--- config.mk ---
export PLATFORM = sky130hd
export DESIGN_NAME = bibc_block_control
export DESIGN_NICKNAME = d
export VERILOG_FILES = /design/src/bibc_pkg.sv /design/src/bibc_block_control.sv
export SDC_FILE = /design/constraint.sdc
export NUM_CORES = 2
export LEC_CHECK = 0
export BUFFER_PORTS_ARGS = -buffer_cell sky130_fd_sc_hd__buf_2
export CAP_MARGIN = 20
export CORE_MARGIN = 4
export CORE_UTILIZATION = 44
export CTS_BUF_LIST = sky130_fd_sc_hd__clkbuf_16
export DETAILED_ROUTE_END_ITERATION = 12
export PLACE_DENSITY_LB_ADDON = 0.25
export SYNTH_ARGS = -nofsm -noshare
export SYNTH_HDL_FRONTEND = slang
export SYNTH_SLANG_ARGS = --single-unit
--- constraint.sdc ---
create_clock -name sys_clk -period 14.1 [get_ports sys_clk]
set_input_delay 2.82 -clock sys_clk [delete_from_list [all_inputs] [get_ports sys_clk]]
set_output_delay 2.82 -clock sys_clk [all_outputs]
set_load 0.005 [all_outputs]
--- src/bibc_pkg.sv ---
// bibc_pkg: constants, carrier structs and state types for the buffered
// i/o block control.
// assumes one 50 MHz clock shared with main control and the channels.
package bibc_pkg;

    // -------------------------------------------------------------------
    // widths and register file layout
    // -------------------------------------------------------------------
    localparam int WORD_W = 24;
    localparam int FILE_W = 27;
    localparam int FILE_DEPTH = 64;
    localparam int ADDR_W = 20;
    localparam int NCHAN = 8;
    localparam int BUS_AW = 7;

    // entry 0X holds the current address, 1X the last address
    localparam logic [2:0] FILE_CUR_BANK = 3'h0;
    localparam logic [2:0] FILE_LAST_BANK = 3'h1;
    localparam int FLD_MODOP_0X_LSB = 24;
    localparam int FLD_MODOP_1X_LSB = 21;
    localparam int FLD_ADDR_LSB = 0;
    localparam int FLD_ADDR_LOW_W = 17;
    localparam int FLD_EXT_W = 3;

    // first word: op code and the with-accumulator designator
    localparam int FLD_OP_LSB = 18;
    localparam int FLD_WITH_A_BIT = 17;
    // second word: channel number in the upper three bits
    localparam int FLD_CHAN_LSB = 21;
    localparam int CHAR_W = 6;

    // -------------------------------------------------------------------
    // register port map
    // -------------------------------------------------------------------
    localparam logic [6:0] OFS_FILE_LAST = 7'h3f;
    localparam logic [6:0] OFS_CTRL = 7'h40;
    localparam logic [6:0] OFS_STATUS = 7'h41;
    localparam int CTRL_HALF_BIT = 0;
    localparam int CTRL_DOWN_BIT = 1;
    localparam logic [1:0] CTRL_RESET = 2'h0;

    localparam logic [ADDR_W-1:0] STEP_CHAR = 20'h00001;
    localparam logic [ADDR_W-1:0] STEP_HALF = 20'h00002;
    localparam logic [ADDR_W-1:0] STEP_WORD = 20'h00004;

    // -------------------------------------------------------------------
    // carriers
    // -------------------------------------------------------------------
    typedef struct packed {
        logic resyncReply;
        logic skipSet;
        logic freeBus;
        logic progReqFf;
    } bibc_main_t;

    typedef struct packed {
        logic [NCHAN-1:0] enable;
        logic readSig;
        logic writeSig;
        logic clearOut;
        logic connect;
        logic [2:0] sel;
    } bibc_chan_t;

    typedef struct packed {
        logic storageReq;
        logic readOnly;
        logic [ADDR_W-1:0] addr;
    } bibc_mem_t;

    typedef enum logic [3:0] {
        PH_IDLE, PH_FETCH2, PH_STORE0, PH_STORE1, PH_SIGNAL, PH_CLEARO,
        PH_BUF0, PH_BUF1, PH_MEMWAIT, PH_XFER
    } bibc_phase_t;

endpackage

--- src/bibc_block_control.sv ---
// bibc_block_control: activation of two-word i/o instructions into the
// register file and the per-word buffer cycles that follow.
// assumes main control, memory and the eight channels run on sys_clk, so
// their strobes arrive with no synchroniser; fetch2Latch precedes
// fetch2Done by at least one cycle.
`timescale 1ns/100ps
`default_nettype none

// Summary of operation
// reactivating an active buffer yields reject path
// busy when selected channel or search/move busy
// busy skips delay line and file writes
// busy withholds skip so reject executes
// storage transfers buffered, accumulator ones unbuffered; code marks accumulator ones active and buffers them too
// program loads address extension into accumulator
// program request granted returns resynchronised reply
// second fetch end starts chain, stores words
// interrupts ignored during second fetch
// typewriter addresses preloaded in file
// program request sets flag, halts scanner
// latch channel from databus, send enable
// not busy: skip, then read/write, clear
// channel raises request per direction
// words to 0X and 1X, then release
// instruction register held during second fetch
// buffer cycle steps current address, requests storage
// compare with last address, end after word
// memory reply connects bus for one word
// accumulator input: read-only cycle, upper bits clear
// accumulator output drives the data bus
// program and groups alternate, low channels first
// one granted request serviced at a time
module bibc_block_control
    import bibc_pkg::*;
(
    input wire logic sys_clk,
    input wire logic nrst,
    input wire logic ce,
    input wire logic progReq,
    input wire logic progSelSm,
    input wire logic smBusy,
    input wire logic fetch2Latch,
    input wire logic fetch2Done,
    input wire logic [bibc_pkg::WORD_W-1:0] dbWord,
    input wire logic [bibc_pkg::WORD_W-1:0] firstWord,
    input wire logic [bibc_pkg::WORD_W-1:0] accum,
    input wire logic [bibc_pkg::NCHAN-1:0] chanReq,
    input wire logic [bibc_pkg::WORD_W-1:0] chanDataIn,
    input wire logic memReply,
    input wire logic [bibc_pkg::BUS_AW-1:0] regAddr,
    input wire logic [bibc_pkg::FILE_W-1:0] regWdata,
    input wire logic regWr,
    input wire logic regRd,
    output logic [bibc_pkg::FILE_W-1:0] regRdata,
    output bibc_pkg::bibc_main_t mainCtl,
    output logic busy,
    output logic intrInhibit,
    output logic irHold,
    output logic scanHalt,
    output bibc_pkg::bibc_chan_t chanCtl,
    output bibc_pkg::bibc_mem_t memCtl,
    output logic accLoad,
    output logic [bibc_pkg::WORD_W-1:0] accData,
    output logic [bibc_pkg::WORD_W-1:0] busData,
    output logic [bibc_pkg::NCHAN-1:0] blockDone
);

    // -------------------------------------------------------------------
    // state
    // -------------------------------------------------------------------
    typedef struct packed {
        bibc_phase_t phase;
        logic [FILE_DEPTH-1:0][FILE_W-1:0] file;
        logic [1:0] ctrl;
        logic [NCHAN-1:0] chanActive;
        logic [NCHAN-1:0] cmpHit;
        logic [2:0] chan;
        logic chanValid;
        logic isSm;
        logic progTurn;
        logic grpTurn;
        logic [WORD_W-1:0] dbHold;
        logic [WORD_W-1:0] fHold;
        logic [FLD_EXT_W-1:0] extHold;
        logic [2:0] modOp;
        logic [FILE_W-1:0] rdData;
        bibc_main_t main;
        bibc_chan_t ch;
        bibc_mem_t mem;
        logic accLoad;
        logic [WORD_W-1:0] accData;
        logic [WORD_W-1:0] busData;
        logic [NCHAN-1:0] done;
    } bibc_state_t;

    bibc_state_t q;
    bibc_state_t d;

    logic [NCHAN-1:0] chanWant;
    logic grpAny;
    logic busyNow;
    logic [2:0] grantCh;
    logic [5:0] opCode;
    logic [2:0] newModOp;
    logic isWord;
    logic isOutput;
    logic withA;
    logic [5:0] curIdx;
    logic [5:0] lastIdx;
    logic [ADDR_W-1:0] curAddr;
    logic [ADDR_W-1:0] step;

    // lowest set bit of a group of four wins, so channels 0 and 4 lead
    function automatic logic [1:0] lowestOf(input logic [3:0] v);
        logic [1:0] r;
        r = 2'h0;
        if (v[0]) begin
            r = 2'h0;
        end else if (v[1]) begin
            r = 2'h1;
        end else if (v[2]) begin
            r = 2'h2;
        end else begin
            r = 2'h3;
        end
        return r;
    endfunction

    // -------------------------------------------------------------------
    // decode helpers
    // -------------------------------------------------------------------
    assign chanWant = chanReq & q.chanActive;
    assign grpAny = |chanWant;
    assign opCode = firstWord[FLD_OP_LSB +: 6];
    assign newModOp = {firstWord[FLD_WITH_A_BIT], opCode[1:0]};
    // modified op: 11 and 00 are input, 01 and 10 output; low bit clear is word
    assign withA = q.modOp[2];
    assign isOutput = q.modOp[1] ^ q.modOp[0];
    assign isWord = ~q.modOp[0];
    assign curIdx = {FILE_CUR_BANK, q.chan};
    assign lastIdx = {FILE_LAST_BANK, q.chan};
    assign curAddr = q.file[curIdx][FLD_ADDR_LSB +: ADDR_W];

    always_comb begin
        if (q.ctrl[CTRL_HALF_BIT]) begin
            step = STEP_HALF;
        end else if (isWord) begin
            step = STEP_WORD;
        end else begin
            step = STEP_CHAR;
        end
    end

    always_comb begin
        // group scanner alternates groups; the served group restarts at its top
        if ((q.grpTurn == 1'b0 && |chanWant[3:0]) || ~|chanWant[7:4]) begin
            grantCh = {1'b0, lowestOf(chanWant[3:0])};
        end else begin
            grantCh = {1'b1, lowestOf(chanWant[7:4])};
        end
    end

    // busy is judged against the buffer the request selects
    assign busyNow = q.isSm ? smBusy : q.chanActive[q.chan];

    // -------------------------------------------------------------------
    // next state
    // -------------------------------------------------------------------
    always_comb begin
        d = q;
        d.main.resyncReply = 1'b0;
        d.main.skipSet = 1'b0;
        d.main.freeBus = 1'b0;
        d.ch.readSig = 1'b0;
        d.ch.writeSig = 1'b0;
        d.ch.clearOut = 1'b0;
        d.ch.connect = 1'b0;
        d.accLoad = 1'b0;
        d.done = '0;

        // register port: file words (interregister transfer), control, status
        if (regWr) begin
            if (regAddr <= OFS_FILE_LAST) begin
                d.file[regAddr[5:0]] = regWdata;
            end else if (regAddr == OFS_CTRL) begin
                d.ctrl = regWdata[1:0];
            end
        end
        if (regRd) begin
            if (regAddr <= OFS_FILE_LAST) begin
                d.rdData = q.file[regAddr[5:0]];
            end else if (regAddr == OFS_CTRL) begin
                d.rdData = {25'h0, q.ctrl};
            end else if (regAddr == OFS_STATUS) begin
                d.rdData = {7'h0, q.phase != PH_IDLE, 1'b0, q.cmpHit, q.chanActive, 2'h0};
            end else begin
                d.rdData = '0;
            end
        end

        case (q.phase)
            PH_IDLE: begin
                // scanners run only here, so one request is serviced at a time
                if (progReq && (q.progTurn || !grpAny)) begin
                    d.main.progReqFf = 1'b1;
                    d.main.resyncReply = 1'b1;
                    d.progTurn = 1'b0;
                    d.isSm = progSelSm;
                    d.chanValid = 1'b0;
                    d.phase = PH_FETCH2;
                end else if (grpAny) begin
                    d.chan = grantCh;
                    d.grpTurn = ~grantCh[2];
                    d.progTurn = 1'b1;
                    d.phase = PH_BUF0;
                end
            end
            PH_FETCH2: begin
                if (fetch2Latch) begin
                    d.chan = dbWord[FLD_CHAN_LSB +: 3];
                    d.chanValid = ~q.isSm;
                    d.ch.enable = q.isSm ? '0 : 8'h01 << dbWord[FLD_CHAN_LSB +: 3];
                end
                if (fetch2Done) begin
                    d.dbHold = dbWord;
                    d.fHold = firstWord;
                    d.extHold = accum[FLD_EXT_W-1:0];
                    d.modOp = newModOp;
                    if (busyNow) begin
                        // no skip: main control fetches the reject word
                        d.main.freeBus = 1'b1;
                        d.main.progReqFf = 1'b0;
                        d.ch.enable = '0;
                        d.phase = PH_IDLE;
                    end else if (q.isSm) begin
                        // search/move runs in its own control once accepted
                        d.main.skipSet = 1'b1;
                        d.main.freeBus = 1'b1;
                        d.main.progReqFf = 1'b0;
                        d.phase = PH_IDLE;
                    end else begin
                        d.main.skipSet = 1'b1;
                        d.phase = PH_STORE0;
                    end
                end
            end
            PH_STORE0: begin
                // second word plus the accumulator address extension
                d.file[curIdx] = {q.modOp, 4'h0, q.extHold, q.dbHold[FLD_ADDR_LOW_W-1:0]};
                d.phase = PH_STORE1;
            end
            PH_STORE1: begin
                d.file[lastIdx] = {3'h0, q.modOp, 1'b0, q.extHold,
                                   q.fHold[FLD_ADDR_LOW_W-1:0]};
                d.cmpHit[q.chan] = 1'b0;
                d.phase = PH_SIGNAL;
            end
            PH_SIGNAL: begin
                d.ch.readSig = ~isOutput;
                d.ch.writeSig = isOutput;
                d.phase = PH_CLEARO;
            end
            PH_CLEARO: begin
                d.ch.clearOut = 1'b1;
                d.chanActive[q.chan] = 1'b1;
                d.main.freeBus = 1'b1;
                d.main.progReqFf = 1'b0;
                d.ch.enable = '0;
                d.phase = PH_IDLE;
            end
            PH_BUF0: begin
                d.modOp = q.file[curIdx][FLD_MODOP_0X_LSB +: 3];
                d.mem.addr = curAddr;
                d.phase = PH_BUF1;
            end
            PH_BUF1: begin
                // step size follows the op now held in modOp unless the ctrl half bit is set; direction follows the ctrl down bit
                if (q.ctrl[CTRL_DOWN_BIT]) begin
                    d.file[curIdx][FLD_ADDR_LSB +: ADDR_W] = curAddr - step;
                end else begin
                    d.file[curIdx][FLD_ADDR_LSB +: ADDR_W] = curAddr + step;
                end
                if (q.file[lastIdx][FLD_ADDR_LSB +: ADDR_W] == q.mem.addr) begin
                    d.cmpHit[q.chan] = 1'b1;
                end
                d.mem.storageReq = 1'b1;
                d.mem.readOnly = withA & ~isOutput;
                d.phase = PH_MEMWAIT;
            end
            PH_MEMWAIT: begin
                if (memReply) begin
                    d.mem.storageReq = 1'b0;
                    d.phase = PH_XFER;
                end
            end
            PH_XFER: begin
                d.ch.connect = 1'b1;
                d.ch.sel = q.chan;
                if (withA && !isOutput) begin
                    d.accLoad = 1'b1;
                    d.accData = isWord ? chanDataIn : {18'h0, chanDataIn[CHAR_W-1:0]};
                end
                if (withA && isOutput) begin
                    d.busData = accum;
                end else begin
                    d.busData = chanDataIn;
                end
                d.mem.readOnly = 1'b0;
                // the word in progress is finished before the block ends
                if (q.cmpHit[q.chan]) begin
                    d.chanActive[q.chan] = 1'b0;
                    d.done[q.chan] = 1'b1;
                end
                d.phase = PH_IDLE;
            end
            default: begin
                d.phase = PH_IDLE;
            end
        endcase
    end

    always_ff @(posedge sys_clk) begin
        if (!nrst) begin
            q <= '0;
            q.ctrl <= CTRL_RESET;
            q.phase <= PH_IDLE;
        end else if (ce) begin
            q <= d;
        end
    end

    // -------------------------------------------------------------------
    // outputs
    // -------------------------------------------------------------------
    assign regRdata = q.rdData;
    assign mainCtl = q.main;
    assign chanCtl = q.ch;
    assign memCtl = q.mem;
    assign accLoad = q.accLoad;
    assign accData = q.accData;
    assign busData = q.busData;
    assign blockDone = q.done;
    assign busy = (q.phase == PH_FETCH2) && busyNow && (q.chanValid || q.isSm);
    assign intrInhibit = (q.phase == PH_FETCH2);
    assign irHold = (q.phase == PH_FETCH2);
    assign scanHalt = q.main.progReqFf;

endmodule

`default_nettype wire

Word level (Yosys, flattened, before mapping). Index checks and enable logic that the tools add are counted.

Logic and storage cells: 281. Bits in registers: 1922.

Bitwise operators: 14. Equal/unequal tests: 22. Reductions and logical operators: 49. Shift operators: 1. Order comparisons: 9. Add/subtract/negate cells: 2. Muxes and demuxes: 89.

Operators by type and width (count): $bwmux 1728 (5); $pmux 1728 s3 (1); $mux 1728 (2); $mux 1730 (1); $demux 27 s3 (3); $bmux 27 s3 (2); $bmux 27 s6 (1); $demux 27 s6 (1); $mux 27 (6); $mux 20 (4); $mux 57 (1); $mux 24 (2); $mux 8 (6); $pmux 8 s2 (3); $pmux 4 s8 (1); $mux 4 (7); $mux 25 (1); $and 8x8->8 (3); $mux 2 (12); $reduce_and 3->1 (8); $add 20x20->20 (1); $eq 20x20->1 (1); $sub 20x20->20 (1); $mux 3 (6); 42 further kinds (107).

Logic depth before layout (Yosys ltp).
Depth after elaboration: 10. Mapped depth: 22. Gate-level depth less buffers: 14.

Least setup slack after synthesis. Ideal clock, no wire load.

Path type: input port to output port. Start point: input smBusy. End point: output busy. Path buffers: 0. Data arrival time: 3.253 ns. Data required time: 11.280 ns. Stages: 3. Setup slack: 8.027 ns. Path through: inv_1 > a21boi_1 > o211a_1.

Longest elaborated chain between the ends: 3.

RTL lines: start: declaration (RTL line bibc_block_control.sv:41) `input wire logic smBusy,`; $mux 1 (RTL line bibc_block_control.sv:164) `assign busyNow = q.isSm ? smBusy : q.chanActive[q.chan];`; $logic_and 1x1->1 (2 in series) (RTL line bibc_block_control.sv:343) `assign busy = (q.phase == PH_FETCH2) && busyNow && (q.chanValid || q.isSm);`; end: declaration (RTL line bibc_block_control.sv:56) `output logic busy,`.

Every way passes these cells.

Worst setup path in the final report.
Start point: register q (netlist bit curIdx[0]). End point: output busy.

Longest elaborated chain between the ends: 5.

RTL lines: start: declaration (RTL line bibc_block_control.sv:96) `bibc_state_t q;`; $bmux 1 s3 (RTL line bibc_block_control.sv:164); $mux 1 (implied by the code) (RTL line bibc_block_control.sv:164); $mux 1 (RTL line bibc_block_control.sv:164); $logic_and 1x1->1 (2 in series) (RTL line bibc_block_control.sv:343).

Every way passes these cells. The select of a mux whose other input is x is not followed.

==> impl_metrics.json <==
{
  "start_util": 0.4427,
  "required_ps": 11280,
  "syn_avg_cell_area_um2": 7.668,
  "cts_tree": "yes",
  "cts_setup_buffers": 0,
  "finalSetupViolations": 0,
  "path_cells": "buf_4, buf_4, inv_2, o2bb2ai_1, a211o_1, a21boi_1, o211a_1, buf_2",
  "cts.htree.levels": 4,
  "grt_pass1_vias": 83770,
  "cp-end-kind": "primary output",
  "status": "completed",
  "clock.fmax_mhz": 134.3,
  "post_cts_resized": 0,
  "yosys.area.top_type_share": 0.4398,
  "dp_hpwl_mm": 236.2,
  "cp.buffers_inverters": 4,
  "grt_pass1_wl_mm": 573.0,
  "numPortBuffers": 269,
  "wire_per_inst_um": 29.30,
  "p_leak_nw": 31.29,
  "cp_top_family": "buffers and inverters",
  "met1Wirelength_mm": 145.9,
  "cts_root_buffer": "clkbuf_16",
  "hold_class": "reg -> reg",
  "cp.arrival_ps": 4630,
  "seq_area_frac_synth": 0.4398,
  "wl_met3_mm": 53.62,
  "fin_crit_sh": 0.5282,
  "cap_violations": 0,
  "worst_path_max_delay_cell": "dfxtp_4",
  "syn_nets": 11570,
  "crit_path_start_kind": "register",
  "nets": 11100,
  "ys_seq_elements": 1922,
  "grt_usage": 0.3712,
  "slowest_delay_ps": 750,
  "synth_top_area_cell": "dfxtp_1",
  "drtAntennaViolNets": 0,
  "cts_buffer_depth": 3,
  "numCtsBuffers": 203,
  "cts_hold_buf": 0,
  "vias": 90830,
  "ir_worst_vdd_uv": 126.7,
  "synth_edf_count": 0,
  "rsz0062_at_grt": "no",
  "fp.dieW_um": 453.9,
  "drc": 0,
  "vias_per_cell": 6.595,
  "worstMarginPinSlew_ps": 1337,
  "drive_gt1_frac": 0.09203,
  "die-area_um2": 206100,
  "finalSetupTns_ps": 0,
  "rows": 163,
  "gp_congestion": 0.9829,
  "path_class": "reg -> out",
  "area_growth_pct": 9.806,
  "pin_count": 278,
  "r2r_slack_ps": 6970,
  "grt_max_degree": 259,
  "antenna_found_initial": 28,
  "die_h_um": 453.9,
  "syn-instance-count": 11410,
  "multi_input_area_um2": 44130,
  "route.met2.wl_mm": 167.5,
  "path_clk_slew_ps": 60,
  "fin_util": 0.4862,
  "crit_top_cell": "buf_4",
  "fp.coreArea_um2": 197600,
  "insertion_delay_ps": 880,
  "first_pass_iters": 13,
  "cts.sinks": 1922,
  "synthArstFlopShare": 0,
  "fillers": 18920,
  "synth_area_um2": 87500,
  "finalWirelength_mm": 403.5,
  "ff_latch_area_um2": 38490,
  "grt_overflow_total": 0,
  "synth_area_leaders": "dfxtp_1, nand2_1, a21oi_1",
  "final.min_clock_period_ps": 7448,
  "highest-signal-layer": "met5",
  "cp_max_fo": 35,
  "initialDrtViolationCount": 14670,
  "ys_warn_count": 0,
  "powerDensity_nw_per_um2": 119.9,
  "finalClockSkew_ps": 45.31,
  "relSlewSlack": 0.1090,
  "hold_violations": 0,
  "slew_violations": 0,
  "ys.flop_type": "dfxtp_1",
  "ys_types": 102
}
==> path summary, 6_finish.rpt <==
check / from / cells after the start / endpoint
setup / recovery: curIdx[0] / 8 / busy
setup reg to reg: curIdx[1] / 14 / q[304]
hold reg to reg: q[1252] / 2 / q[1252]
hold / removal: q[1252] / 2 / q[1252]
==> worst register-to-register path, delay by kind of cell (launching register included) <==
kind            cells  cell delay, ps
compound gates      5            2040
simple gates        5            2350
fa+ha+maj           1             580
flops               1             720
buf+inv             3            1250
==> synthesized netlist by cell type, drive strengths merged, types with 11 or more instances <==
library cell / count
o221ai: 34
o22a: 14
nand4: 129
a32oi: 33
nand2b: 20
a311oi: 19
xor2: 14
a221o: 14
o21ai: 208
nand3: 155
xnor2: 18
nor2b: 16
a221oi: 193
a21o: 13
nor3b: 30
mux4: 33
buf: 269
and2: 12
nor3: 182
a31oi: 126
o22ai: 216
clkbuf: 960
dfxtp: 1922
a32o: 11
a22oi: 718
or3: 11
and3b: 11
a22o: 181
a21oi: 1694
mux2i: 184
nor2: 538
mux2: 30
a211oi: 71
nand2: 3160
inv: 25
o21a: 11
==> stage by stage <==
step	cell area (um^2)	power (mW)	hold slack [ps]	std cells	setup slack [ps]
floorplan	87500	6.084	436.0	11410	8027
global placement	89670	6.411	440.6	13370	6925
detailed placement	89680	6.421	443.9	13380	6864
CTS	95960	11.48	452.1	13740	6741
global route	96020	11.76	465.4	13750	6606
finish	96070	11.52	453.2	13770	6652
==> where the power goes <==
| part | switching (mW) | internal [mW] |
|---|---|---|
| combinational | 0.677 | 0.174 |
| sequential | 0.0485 | 5.46 |
| clock | 2.37 | 2.79 |
| total | 3.10 | 8.42 |
==> layout make-up <==
type / instances / share of cell area
Inverter: 26 / 0.001107
Tap cell: 2640 / 0.03438
Sequential cell: 1922 / 0.4006
Multi-Input combinational cell: 8233 / 0.4593
Timing Repair Buffer: 558 / 0.03850
Clock inverter: 161 / 0.01199
Antenna cell: 27 / 0.0007033
Clock buffer: 205 / 0.05340
==> state kept, by name, summed over array words and instances (netlist names), named ones only <==
| signal | flops |
|---|---|
| mainCtl | 3 |
| busData | 24 |
| scanHalt | 1 |
| blockDone | 8 |
| accData | 24 |
| accLoad | 1 |
| chanCtl | 15 |
| q | 1778 |
| curIdx | 3 |
| regRdata | 27 |
| memCtl | 22 |
==> per-layer routing <==
metal | up-vias | global-route usage
met1 | 43340 | 0.4551
met5 | - | 0
met2 | 6664 | 0.5444
met4 | 12 | 0.2883
li1 | 39210 | -
met3 | 1604 | 0.1102
==> placed cells by master, fill, tap and decap left out, types with 125 or more instances in the layout <==
| master | Yosys | layout |
|---|---|---|
| nand2_1 | 3160 | 3156 |
| a22o_1 | 181 | 181 |
| nor2_1 | 538 | 476 |
| a22oi_1 | 717 | 717 |
| dfxtp_1 | 1922 | 1918 |
| clkbuf_16 | 0 | 205 |
| nand4_1 | 127 | 127 |
| o21ai_0 | 182 | 180 |
| buf_2 | 19 | 261 |
| nor3_1 | 181 | 171 |
| nand3_1 | 154 | 152 |
| a31oi_1 | 125 | 125 |
| mux2i_1 | 180 | 180 |
| a221oi_1 | 191 | 191 |
| a21oi_1 | 1694 | 1694 |
| o22ai_1 | 216 | 216 |
| buf_4 | 127 | 280 |
==> cells by family (layout without fill, tap and decap cells) <==
family / count (synthesis) / after routing / share of synthesized area
adders and majority gates: 8 / 8 / 0.001316
and+or+nand+nor: 4322 / 4322 / 0.2004
buffers and inverters: 1255 / 950 / 0.06035
AOI/OAI and AO/OA: 3624 / 3624 / 0.2611
other: 0 / 27 / 0
DFF: 1922 / 1922 / 0.4398
xor gates and xnor gates: 32 / 32 / 0.003289
muxes: 247 / 247 / 0.03372
Note: power is estimated with default switching activity, not from simulation.
